$ cat src/uart_pins_pkg.sv
// Constants shared by the dual-channel modem and serial pin block.
// Assumes one 250 MHz system clock and a plain strobe register port.
package uart_pins_pkg;

    localparam int NUM_CH = 2;
    localparam int ADDR_W = 4;
    localparam int DATA_W = 8;
    localparam int REG_W  = 3;

    // Register index inside a channel; address bit 3 selects the channel
    localparam logic [REG_W-1:0] REG_MODEM_CTL = 3'h0;
    localparam logic [REG_W-1:0] REG_FLOW_CTL  = 3'h1;
    localparam logic [REG_W-1:0] REG_EVT_EN    = 3'h2;
    localparam logic [REG_W-1:0] REG_MODEM_ST  = 3'h3;
    localparam logic [REG_W-1:0] REG_IRQ_STAT  = 3'h4;
    localparam logic [REG_W-1:0] REG_IRQ_MASK  = 3'h5;
    localparam logic [REG_W-1:0] REG_BAUD_DIV  = 3'h6;
    localparam int               CH_SEL_BIT    = 3;

    // Modem control fields
    localparam int MC_DTR_BIT    = 0;
    localparam int MC_RTS_BIT    = 1;
    localparam int MC_IRQ_OE_BIT = 3;
    localparam int MC_IR_SEL_BIT = 6;

    // Flow control and event enable fields
    localparam int FC_AUTO_RTS_BIT = 6;
    localparam int FC_AUTO_CTS_BIT = 7;
    localparam int EE_RTS_IRQ_BIT  = 6;
    localparam int EE_CTS_IRQ_BIT  = 7;

    // Event, status and level bit order
    localparam int EV_CTS = 0;
    localparam int EV_DSR = 1;
    localparam int EV_RI  = 2;
    localparam int EV_CD  = 3;
    localparam int EV_RTS = 4;
    localparam int EV_W   = 5;

    // Synchronised pin order inside a channel
    localparam int PIN_RX  = 0;
    localparam int PIN_CTS = 1;
    localparam int PIN_DSR = 2;
    localparam int PIN_CD  = 3;
    localparam int PIN_RI  = 4;
    localparam int PIN_W   = 5;

    // Reset values
    localparam logic [DATA_W-1:0] MODEM_CTL_RST = 8'h00;
    localparam logic [DATA_W-1:0] FLOW_CTL_RST  = 8'h00;
    localparam logic [DATA_W-1:0] EVT_EN_RST    = 8'h00;
    localparam logic [DATA_W-1:0] IRQ_MASK_RST  = 8'h00;
    localparam logic [DATA_W-1:0] BAUD_DIV_RST  = 8'h01;
    localparam logic [PIN_W-1:0]  PIN_IDLE      = 5'h1f;
    localparam logic [EV_W-1:0]   LVL_IDLE      = 5'h1f;

    // Infrared cell: a zero bit is a short high pulse inside 16 ticks
    localparam int              IR_CNT_W       = 5;
    localparam logic [3:0]      IR_PULSE_START = 4'h6;
    localparam logic [3:0]      IR_PULSE_END   = 4'h9;
    localparam logic [IR_CNT_W-1:0] IR_CELL_TICKS = 5'h10;

    // Timing
    localparam int CLK_PERIOD_NS = 4;
    localparam int RESET_MIN_NS  = 40;
    localparam int RESET_MIN_CYC =
        (RESET_MIN_NS + CLK_PERIOD_NS - 1) / CLK_PERIOD_NS;

endpackage

$ cat src/pin_channel.sv
// One channel's pin front end: input synchronisers, standard or infrared
// transmit shaping and infrared receive pulse stretching.
// Assumes tick16_i is a one-cycle enable at sixteen times the bit rate.
`timescale 1ns/10ps
module pin_channel
    import uart_pins_pkg::*;
(
    input  wire logic             sys_clk_i,
    input  wire logic             reset_n_i,
    input  wire logic             tick16_i,
    input  wire logic             ir_sel_i,
    input  wire logic             tx_bit_i,
    input  wire logic             tx_active_i,
    input  wire logic [PIN_W-1:0] pins_n_i,
    output logic      [PIN_W-1:0] pins_s_o,
    output logic                  serial_out_o,
    output logic                  rx_bit_o
);

    typedef struct packed {
        logic [PIN_W-1:0]    s1;
        logic [PIN_W-1:0]    s2;
        logic                rx_prev;
        logic [3:0]          tx_cnt;
        logic [IR_CNT_W-1:0] rx_cnt;
        logic                serial_out;
        logic                rx_bit;
    } chan_state_t;

    chan_state_t q;
    chan_state_t n;

    always_comb begin
        n = q;
        n.s1 = pins_n_i;
        n.s2 = q.s1;
        // Transmit: idle high in standard mode, idle low when infrared
        if (!tx_active_i) begin
            n.tx_cnt = 4'h0;
            n.serial_out = !ir_sel_i;
        end else begin
            if (tick16_i) begin
                n.tx_cnt = q.tx_cnt + 4'h1;
            end
            if (ir_sel_i) begin
                n.serial_out = !tx_bit_i && (q.tx_cnt >= IR_PULSE_START)
                               && (q.tx_cnt < IR_PULSE_END);
            end else begin
                n.serial_out = tx_bit_i;
            end
        end
        // Receive: a rising infrared pulse reads as one zero bit cell
        n.rx_prev = q.s2[PIN_RX];
        if (ir_sel_i) begin
            if (q.s2[PIN_RX] && !q.rx_prev) begin
                n.rx_cnt = IR_CELL_TICKS;
            end else if (tick16_i && q.rx_cnt != '0) begin
                n.rx_cnt = q.rx_cnt - 5'h01;
            end
            n.rx_bit = (n.rx_cnt == '0);
        end else begin
            n.rx_cnt = '0;
            n.rx_bit = q.s2[PIN_RX];
        end
    end

    always_ff @(posedge sys_clk_i or negedge reset_n_i) begin
        if (!reset_n_i) begin
            q.s1 <= PIN_IDLE;
            q.s2 <= PIN_IDLE;
            q.rx_prev <= 1'b1;
            q.tx_cnt <= 4'h0;
            q.rx_cnt <= '0;
            q.serial_out <= 1'b1;
            q.rx_bit <= 1'b1;
        end else begin
            q <= n;
        end
    end

    assign pins_s_o = q.s2;
    assign serial_out_o = q.serial_out;
    assign rx_bit_o = q.rx_bit;

endmodule

$ cat src/uart_modem_serial_pins.sv
// Dual-channel modem and serial pin block with its control registers,
// modem event interrupts and per-channel bit-rate tick dividers.
// Assumes the UART core shares sys_clk_i and supplies bit streams.
`timescale 1ns/10ps
// Function
// - Infrared select clear: plain serial path, transmit idles high.
// - Infrared select set: encode and decode infrared pulses, idle level low.
// - Interrupt output enable set: drive interrupt pin, spare output low.
// - Enable clear, the default: interrupt pin floats, spare output high.
// - Clear-to-send acts as auto flow input when enabled, else plain input.
// - Set-ready, carrier and ring inputs never affect transfer or flow.
// - Terminal-ready output is a software driven handshake or plain level.
// - Receiver-ready output, active low, follows receive buffer status.
// - Reset clears registers but sets the divisor to one, idles outputs; transmit high, receive ignored.
module uart_modem_serial_pins
    import uart_pins_pkg::*;
(
    input  wire logic              sys_clk_i,
    input  wire logic              reset_n_i,
    // Register port
    input  wire logic [ADDR_W-1:0] addr_i,
    input  wire logic [DATA_W-1:0] wdata_i,
    input  wire logic              wr_i,
    input  wire logic              rd_i,
    output logic      [DATA_W-1:0] rdata_o,
    output logic                   irq_o,
    // Core side, channel A
    input  wire logic              tx_bit_a_i,
    input  wire logic              tx_active_a_i,
    input  wire logic              rx_has_data_a_i,
    input  wire logic              rx_above_trig_a_i,
    output logic                   rx_bit_a_o,
    output logic                   tx_hold_a_o,
    output logic                   tick16_a_o,
    // Core side, channel B
    input  wire logic              tx_bit_b_i,
    input  wire logic              tx_active_b_i,
    input  wire logic              rx_has_data_b_i,
    input  wire logic              rx_above_trig_b_i,
    output logic                   rx_bit_b_o,
    output logic                   tx_hold_b_o,
    output logic                   tick16_b_o,
    // Pins, channel A
    output logic                   serial_out_a_o,
    input  wire logic              serial_in_a_i,
    output logic                   request_to_send_n_a_o,
    input  wire logic              clear_to_send_n_a_i,
    output logic                   terminal_ready_n_a_o,
    input  wire logic              set_ready_n_a_i,
    input  wire logic              carrier_detect_n_a_i,
    input  wire logic              ring_indicator_n_a_i,
    output logic                   spare_output_n_a_o,
    output logic                   irq_out_a_o,
    output logic                   irq_out_a_oe_o,
    output logic                   rx_ready_n_a_o,
    // Pins, channel B
    output logic                   serial_out_b_o,
    input  wire logic              serial_in_b_i,
    output logic                   request_to_send_n_b_o,
    input  wire logic              clear_to_send_n_b_i,
    output logic                   terminal_ready_n_b_o,
    input  wire logic              set_ready_n_b_i,
    input  wire logic              carrier_detect_n_b_i,
    input  wire logic              ring_indicator_n_b_i,
    output logic                   spare_output_n_b_o,
    output logic                   irq_out_b_o,
    output logic                   irq_out_b_oe_o,
    output logic                   rx_ready_n_b_o
);

    typedef struct packed {
        logic [NUM_CH-1:0][DATA_W-1:0] mctl;
        logic [NUM_CH-1:0][DATA_W-1:0] fctl;
        logic [NUM_CH-1:0][DATA_W-1:0] een;
        logic [NUM_CH-1:0][DATA_W-1:0] imask;
        logic [NUM_CH-1:0][DATA_W-1:0] div;
        logic [NUM_CH-1:0][DATA_W-1:0] divcnt;
        logic [NUM_CH-1:0][EV_W-1:0]   ista;
        logic [NUM_CH-1:0][EV_W-1:0]   lvl;
        logic [NUM_CH-1:0]             tick;
        logic [NUM_CH-1:0]             rts_n;
        logic [NUM_CH-1:0]             dtr_n;
        logic [NUM_CH-1:0]             rx_rdy_n;
        logic [NUM_CH-1:0]             tx_hold;
        logic [NUM_CH-1:0]             irq_pin;
        logic                          irq;
        logic [DATA_W-1:0]             rdata;
    } state_t;

    state_t q;
    state_t n;

    // Per-channel views of the ports
    logic [NUM_CH-1:0]            tx_bit;
    logic [NUM_CH-1:0]            tx_active;
    logic [NUM_CH-1:0]            rx_has_data;
    logic [NUM_CH-1:0]            rx_above_trig;
    logic [NUM_CH-1:0]            rx_bit;
    logic [NUM_CH-1:0]            serial_out;
    logic [NUM_CH-1:0][PIN_W-1:0] pins_n;
    logic [NUM_CH-1:0][PIN_W-1:0] pins_s;

    assign tx_bit        = {tx_bit_b_i, tx_bit_a_i};
    assign tx_active     = {tx_active_b_i, tx_active_a_i};
    assign rx_has_data   = {rx_has_data_b_i, rx_has_data_a_i};
    assign rx_above_trig = {rx_above_trig_b_i, rx_above_trig_a_i};
    assign pins_n[0] = {ring_indicator_n_a_i, carrier_detect_n_a_i,
                        set_ready_n_a_i, clear_to_send_n_a_i, serial_in_a_i};
    assign pins_n[1] = {ring_indicator_n_b_i, carrier_detect_n_b_i,
                        set_ready_n_b_i, clear_to_send_n_b_i, serial_in_b_i};

    // One front end per channel, nothing shared between them
    genvar ch;
    generate
        for (ch = 0; ch < NUM_CH; ch++) begin : g_chan
            pin_channel u_pin (
                .sys_clk_i    (sys_clk_i),
                .reset_n_i    (reset_n_i),
                .tick16_i     (q.tick[ch]),
                .ir_sel_i     (q.mctl[ch][MC_IR_SEL_BIT]),
                .tx_bit_i     (tx_bit[ch]),
                .tx_active_i  (tx_active[ch]),
                .pins_n_i     (pins_n[ch]),
                .pins_s_o     (pins_s[ch]),
                .serial_out_o (serial_out[ch]),
                .rx_bit_o     (rx_bit[ch])
            );
        end
    endgenerate

    logic                  sel_ch;
    logic [REG_W-1:0]      sel_reg;

    assign sel_ch  = addr_i[CH_SEL_BIT];
    assign sel_reg = addr_i[REG_W-1:0];

    always_comb begin
        logic [EV_W-1:0]   cur;
        logic [EV_W-1:0]   chg;
        logic [EV_W-1:0]   set;
        logic [EV_W-1:0]   clr;
        logic [DATA_W-1:0] stat;
        logic              hit;
        cur  = '0;
        chg  = '0;
        set  = '0;
        clr  = '0;
        stat = '0;
        hit  = 1'b0;
        n = q;
        n.irq = 1'b0;
        n.rdata = '0;
        for (int c = 0; c < NUM_CH; c++) begin
            hit = (sel_ch == c[0]);
            // Bit-rate tick; a divisor of zero acts as one
            if (q.divcnt[c] <= 8'h01) begin
                n.divcnt[c] = q.div[c];
                n.tick[c] = 1'b1;
            end else begin
                n.divcnt[c] = q.divcnt[c] - 8'h01;
                n.tick[c] = 1'b0;
            end
            // Register writes
            clr = '0;
            if (wr_i && hit) begin
                unique case (sel_reg)
                    REG_MODEM_CTL: n.mctl[c] = wdata_i;
                    REG_FLOW_CTL:  n.fctl[c] = wdata_i;
                    REG_EVT_EN:    n.een[c] = wdata_i;
                    REG_IRQ_STAT:  clr = wdata_i[EV_W-1:0];
                    REG_IRQ_MASK:  n.imask[c] = wdata_i;
                    REG_BAUD_DIV:  n.div[c] = wdata_i;
                    default:       clr = '0;
                endcase
            end
            // Outputs driven from software bits
            n.dtr_n[c] = !q.mctl[c][MC_DTR_BIT];
            if (q.fctl[c][FC_AUTO_RTS_BIT] && rx_above_trig[c]) begin
                n.rts_n[c] = 1'b1;
            end else begin
                n.rts_n[c] = !q.mctl[c][MC_RTS_BIT];
            end
            // Only clear-to-send may stall the transmitter
            n.tx_hold[c] = q.fctl[c][FC_AUTO_CTS_BIT]
                           && pins_s[c][PIN_CTS];
            n.rx_rdy_n[c] = !rx_has_data[c];
            // Modem line change events, set beats clear
            cur = {q.rts_n[c], pins_s[c][PIN_CD], pins_s[c][PIN_RI],
                   pins_s[c][PIN_DSR], pins_s[c][PIN_CTS]};
            n.lvl[c] = cur;
            chg = cur ^ q.lvl[c];
            set = chg;
            set[EV_CTS] = chg[EV_CTS] && q.een[c][EE_CTS_IRQ_BIT];
            set[EV_RTS] = chg[EV_RTS] && q.een[c][EE_RTS_IRQ_BIT];
            n.ista[c] = (q.ista[c] & ~clr) | set;
            n.irq_pin[c] = |(q.ista[c] & ~q.imask[c][EV_W-1:0]);
            n.irq = n.irq | n.irq_pin[c];
            // Register reads, data stand one cycle
            stat = {3'h0, ~cur};
            if (rd_i && hit) begin
                unique case (sel_reg)
                    REG_MODEM_CTL: n.rdata = q.mctl[c];
                    REG_FLOW_CTL:  n.rdata = q.fctl[c];
                    REG_EVT_EN:    n.rdata = q.een[c];
                    REG_MODEM_ST:  n.rdata = stat;
                    REG_IRQ_STAT:  n.rdata = {3'h0, q.ista[c]};
                    REG_IRQ_MASK:  n.rdata = q.imask[c];
                    REG_BAUD_DIV:  n.rdata = q.div[c];
                    default:       n.rdata = '0;
                endcase
            end
        end
    end

    always_ff @(posedge sys_clk_i or negedge reset_n_i) begin
        if (!reset_n_i) begin
            q.mctl <= {NUM_CH{MODEM_CTL_RST}};
            q.fctl <= {NUM_CH{FLOW_CTL_RST}};
            q.een <= {NUM_CH{EVT_EN_RST}};
            q.imask <= {NUM_CH{IRQ_MASK_RST}};
            q.div <= {NUM_CH{BAUD_DIV_RST}};
            q.divcnt <= {NUM_CH{BAUD_DIV_RST}};
            q.ista <= '0;
            q.lvl <= {NUM_CH{LVL_IDLE}};
            q.tick <= '0;
            q.rts_n <= '1;
            q.dtr_n <= '1;
            q.rx_rdy_n <= '1;
            q.tx_hold <= '0;
            q.irq_pin <= '0;
            q.irq <= 1'b0;
            q.rdata <= '0;
        end else begin
            q <= n;
        end
    end

    // Interrupt pin and spare output share one enable bit
    assign irq_out_a_o    = q.irq_pin[0];
    assign irq_out_a_oe_o = q.mctl[0][MC_IRQ_OE_BIT];
    assign spare_output_n_a_o = !q.mctl[0][MC_IRQ_OE_BIT];
    assign irq_out_b_o    = q.irq_pin[1];
    assign irq_out_b_oe_o = q.mctl[1][MC_IRQ_OE_BIT];
    assign spare_output_n_b_o = !q.mctl[1][MC_IRQ_OE_BIT];

    assign serial_out_a_o = serial_out[0];
    assign serial_out_b_o = serial_out[1];
    assign rx_bit_a_o = rx_bit[0];
    assign rx_bit_b_o = rx_bit[1];
    assign request_to_send_n_a_o = q.rts_n[0];
    assign request_to_send_n_b_o = q.rts_n[1];
    assign terminal_ready_n_a_o = q.dtr_n[0];
    assign terminal_ready_n_b_o = q.dtr_n[1];
    assign rx_ready_n_a_o = q.rx_rdy_n[0];
    assign rx_ready_n_b_o = q.rx_rdy_n[1];
    assign tx_hold_a_o = q.tx_hold[0];
    assign tx_hold_b_o = q.tx_hold[1];
    assign tick16_a_o = q.tick[0];
    assign tick16_b_o = q.tick[1];
    assign rdata_o = q.rdata;
    assign irq_o = q.irq;

endmodule

$ cat config.mk
export PLATFORM = sky130hd
export DESIGN_NAME = uart_modem_serial_pins
export DESIGN_NICKNAME = d
export VERILOG_FILES = /design/src/uart_pins_pkg.sv /design/src/pin_channel.sv /design/src/uart_modem_serial_pins.sv
export SDC_FILE = /design/constraint.sdc
export NUM_CORES = 1
export LEC_CHECK = 0
export BUFFER_PORTS_ARGS = -buffer_cell sky130_fd_sc_hd__buf_2
export CELL_PAD_IN_SITES_DETAIL_PLACEMENT = 1
export CELL_PAD_IN_SITES_GLOBAL_PLACEMENT = 2
export CORE_UTILIZATION = 45
export CTS_BUF_LIST = sky130_fd_sc_hd__clkbuf_4 sky130_fd_sc_hd__clkbuf_8 sky130_fd_sc_hd__clkbuf_16
export CTS_CLUSTER_SIZE = 28
export DETAILED_ROUTE_END_ITERATION = 7
export HOLD_SLACK_MARGIN = 0.1
export PLACE_DENSITY = 0.94
export SLEW_MARGIN = 30
export SYNTH_ARGS = -nofsm -noshare
export SYNTH_HDL_FRONTEND = slang
export SYNTH_SLANG_ARGS = --single-unit
$ cat constraint.sdc
create_clock -name sys_clk_i -period 2.6 [get_ports sys_clk_i]
set_input_delay 0.52 -clock sys_clk_i [delete_from_list [all_inputs] [get_ports sys_clk_i]]
set_output_delay 0.52 -clock sys_clk_i [all_outputs]
set_load 0.01 [all_outputs]
======== Word level (Yosys, flattened, before mapping) ========
Cells that the tools add are included.
cells by class
  add/sub/neg operators ................... 6
  order comparisons ....................... 6
  equality and inequality tests ........... 8
  multiplexer cells ....................... 31
  bitwise logic cells ..................... 16
  reductions and logical operators ........ 51
operator list
  operator                                                                              count
  8-bit one-hot mux with 7 select lines                                                 2
  5-bit two-way mux                                                                     11
  8-bit two-way mux                                                                     4
  5-bit inverter                                                                        6
  5-bit bitwise AND                                                                     4
  1-bit logical AND                                                                     20
  2-bit AND reduction                                                                   10
  8-bit by 1-bit less-or-equal comparator with 1-bit output (second input constant)     2
  4-bit two-way mux                                                                     4
  8-bit by 1-bit subtractor with 8-bit output (second input constant)                   2
  1-bit zero test                                                                       14
  5-bit zero test                                                                       2
  1-bit two-way mux                                                                     10
  5-bit OR                                                                              2
  5-bit nonzero test                                                                    2
  5-bit OR reduction                                                                    2
  5-bit by 1-bit subtractor with 5-bit output (second input constant)                   2
  5-bit XOR                                                                             2
  3-bit equality test (second input constant)                                           3
  4-bit by 1-bit adder with 4-bit output (second input constant)                        2
  4-bit by 3-bit greater-or-equal comparator with 1-bit output (second input constant)  2
  4-bit less-than comparator (second input constant)                                    2
  3-bit by 2-bit equality test with 1-bit output (second input constant)                2
  2-bit by 1-bit inequality test with 1-bit output (second input constant)              2
  4 further kinds                                                                       4
word-level totals
  register bits after elaboration ......... 181
  input bits .............................. 34
  output and inout bits ................... 29
  logic and storage cells ................. 156

======== Longest topological paths before layout ========
  word-level depth ........................ 7
  mapped depth ............................ 7

======== Modules after synthesis ========
A second synthesis with hierarchy kept.
unflattened totals
  cells, all modules ...................... 679
  area, all modules ....................... 8287.9 um^2
modules (own cells, without submodules)
  module                  times used  cells each  area an instance (um^2)  seq. area each (um^2)
  uart_modem_serial_pins  1           515         6326.1                   3453.3
  pin_channel             2           82          980.9                    566.8

======== Worst setup path before layout ========
No wires, ideal clock.
  path kind ............................... input to register
  start point ............................. input port addr_i[3]
  end point ............................... register q, in the netlist irq_out_a_oe_o
  arrival time ............................ 1.771 ns
  slack ................................... 0.704 ns
  cell stages on the path ................. 5
  buffers on the path ..................... 2
  path through ............................ buf_6 > or3b_4 > or3_1 > buf_6 > mux2_4
between the ends
  cells in the longest elaborated chain, start to end .. 3
ends and longest elaborated chain
  item                                  RTL line                       source
  start: declaration                    uart_modem_serial_pins.sv:21   input wire logic [ADDR_W-1:0] addr_i,
  1-bit inverter                        uart_modem_serial_pins.sv:154  hit = (sel_ch == c[0]);
  1-bit logical AND                     uart_modem_serial_pins.sv:165  if (wr_i && hit) begin
  2-bit AND reduction (no source line)  -
  end signal: assignment                uart_modem_serial_pins.sv:234  q <= n;
  end: declaration                      uart_modem_serial_pins.sv:90   state_t q;
No other way between the ends.
A chain may end at the register's enable or synchronous reset.

==> results.yml <==
run_status:
  outcome: "finished clean"
hold_path:
  hold_path_depth: 1
  worstHoldPathType: "in -> reg"
  hold_path_end: "g_chan[1].u_pin.n[13]$_DFF_PN1_"
  hp-start: "clear_to_send_n_b_i"
final_layout:
  antennaDiodeCount: 0
  nets: 780
  drive_gt1_frac: 0.360
  design_area_um2: 9500
  fin_util: 0.527
  area_growth_pct: 14.2
  final_cells: 976
clocking:
  clock-sinks: 181
  clockBufferDepth: 2
  clkTransAtPathRegs_ns: 0.07
  cts_tree: "built"
  numCtsBuffers: 17
  cts-root-buf: "clkbuf_16"
  h-tree-depth: 4
  clkLatencyLatePin_ns: 0.44
synth:
  yosysTopAreaCell: "dfrtp_1"
  avgSynthCellArea_um2: 12.4
  synthFlopType: "dfrtp_1"
  ys_seq_area_frac: 0.552
  netlist_top_cells_count: "135 x dfrtp_1, 68 x mux2_2, 48 x nand2_1"
  synthDistinctLibCells: 63
  synthTopCellsByArea: "dfrtp_1 41%, dfstp_2 15%, mux2_2 9.2%"
  ys_ff_latch: 181
  synth_edf_count: 0
  syn_nets: 717
  async_flop_share: 1.00
  synthCells: 671
  netlist_area_um2: 8310
  yosysTopAreaCellShare: 0.406
  yosysWarnings: 0
  yosysMostFrequentCell: "dfrtp_1"
timing:
  finalHoldViolations: 0
  fmax_mhz: 469
  max-slew-margin-rel: 0.516
  slew_viol_final: 0
  setup_violations: 0
  period_share: 0.820
  finalSetupTns_ns: 0
  rsz0062_at_grt: "false"
  worst_pin_slew_ns: 0.720
  finalClockSkew_ns: 0.0115
  post-route-min-period_ns: 2.13
placement:
  dpl_cell_area_um2: 8870
  gp_congestion: 0.809
  io_buffers: 62
  hpwl_um: 14700
  post-place-cells: 943
worst_setup_path:
  crit_start: "g_chan[0].u_pin.q[2]$_DFF_PN0_"
  critical_path_class: "reg -> reg"
  ff2ff_path_depth: 6
  crit_path_start_kind: "flop"
  critical_path_arrival_ns: 2.45
  r2r_start: "g_chan[0].u_pin.q[2]$_DFF_PN0_"
  path_max_fanout: 7
  cp_data_required_time_ns: 2.92
  worst_setup_path_end_kind: "flop"
  r2r_end: "g_chan[0].u_pin.rx_bit_o$_DFF_PN1_"
  r2r_setup_slack_ns: 0.47
die:
  die_w_um: 138
  initial_core_util: 0.461
  die_h_um: 138
  core-area_um2: 18000
  fp-row-count: 49
  boundaryPins: 63
  dieArea_um2: 19000
global_routing:
  grt.total_usage: 0.246
  antenna_found_initial: 0
  grt_pass1_wl_um: 34200
  met2_usage: 0.409
  busiest_layer: "met2"
  grt_pass1_vias: 6133
  grt_use_met3: 0.0471
  met1_usage: 0.316
  grt_max_degree: 60
  gr-total-overflow: 0
routing:
  antenna_left: 0
  drt_iter0_drc: 360
  remaining_drc_errors: 0
  via_per_inst: 5.76
  vias: 5620
  firstDrtPassIters: 5
  routedWlPerCell_um: 22.0
  wl_um: 21500
job:
  max_cap_violations: 0
power_and_ir_drop:
  peakVddDrop_mv: 0.547
  leakage_uw: 0.00416
  power_density_nw_per_um2: 856
## per-stage QoR
stage                     worst slack (ns)  hold slack [ns]  total power (µW)
after floorplan                      0.704            0.224              4830
after global placement               0.399            0.346              5270
after detailed placement             0.328            0.347              5420
after CTS                            0.435            0.154              8190
after global routing                 0.304            0.157              8500
final                                0.467            0.167              8130
## metal layers
metal,up-vias,part of all wire
li1,2466,-
met1,2953,0.44
met2,160,0.50
met3,41,0.045
met4,0,0.022
met5,-,0
## what timing repair did
action / in CTS / in global routing
endpoints found under the setup margin: 0 / 0
setup buffers: 0 / 0
hold buffers: 1 / 0
gates resized for setup: 0 / 0
endpoints found under the hold margin: 44 / 0
## state kept, by name, summed over array words and instances, names as in the netlist, 2 cells and up
signal                     flops
rdata_o                        8
g_chan.u_pin.pins_s_o         10
g_chan.u_pin.q                20
g_chan.u_pin.n                10
g_chan.u_pin.serial_out_o      2
g_chan.u_pin.rx_bit_o          2
q                            114
## cells by family (layout without fill, tap and decap cells)
logic type      Yosys count  in the layout  share of synthesized area
flops                   181            181                      0.552
simple gates            166            166                      0.109
mux                     103            103                      0.157
compound gates           98             98                     0.0844
buf+inv                  78            154                     0.0450
xor+xnor                 33             33                     0.0348
fa+ha+maj                12             12                     0.0181
## worst max-delay path, cell delays in order, from the launching register on
cell and delay [ns]:
dfrtp_1 0.42, inv_1 0.11, ha_1 0.28, or3b_1 0.44, o21ai_2 0.21, mux2i_1 0.13
o41ai_1 0.42
## report_power, final
group | total [µW] | leakage, µW | switching (µW) | internal (µW)
Clock | 2720 | 0.000295 | 1150 | 1570
Sequential | 3910 | 0.00213 | 500 | 3410
Combinational | 1500 | 0.00173 | 743 | 758
Total | 8130 | 0.00416 | 2390 | 5740
## cells in the final DEF, fill, tap and decap left out, types with 6 or more instances in the layout
cell | synthesis | final
a21o_1 | 6 | 6
a21oi_1 | 8 | 8
a221oi_1 | 18 | 18
and2_1 | 8 | 8
buf_2 | 5 | 61
buf_4 | 12 | 18
clkbuf_16 | 0 | 17
dfrtp_1 | 135 | 135
dfstp_2 | 46 | 46
ha_1 | 12 | 12
inv_1 | 38 | 38
mux2_2 | 68 | 68
mux2_4 | 16 | 16
mux2i_1 | 10 | 10
mux4_2 | 9 | 9
nand2_1 | 48 | 48
nand2b_1 | 15 | 15
nand3_1 | 9 | 9
nor2_1 | 32 | 32
nor2b_1 | 13 | 13
nor3_1 | 10 | 10
o21ai_0 | 24 | 24
xnor2_1 | 15 | 15
xor2_1 | 18 | 18
## worst max path at each step
stage / endpoint / slack (ns) / cells after the start
finish: g_chan[0].u_pin.rx_bit_o$_DFF_PN1_ / 0.47 / 6
global route: g_chan[0].u_pin.rx_bit_o$_DFF_PN1_ / 0.30 / 6
CTS: g_chan[0].u_pin.rx_bit_o$_DFF_PN1_ / 0.43 / 6
detailed placement: q[71]$_DFFE_PN0P_ / 0.33 / 5
global placement: q[121]$_DFFE_PN0P_ / 0.40 / 4
floorplan: irq_out_a_oe_o$_DFFE_PN0P_ / 0.70 / 5
## cell type report
cell class / count / area (µm²)
Clock buffer: 20 / 454
Clock inverter: 12 / 165
Fill cell: 1877 / 8530
Inverter: 39 / 146
Multi-Input combinational cell: 412 / 3350
Sequential cell: 181 / 4590
Tap cell: 229 / 287
Timing Repair Buffer: 83 / 504
No activity file was read; power rests on OpenSTA's default activity.
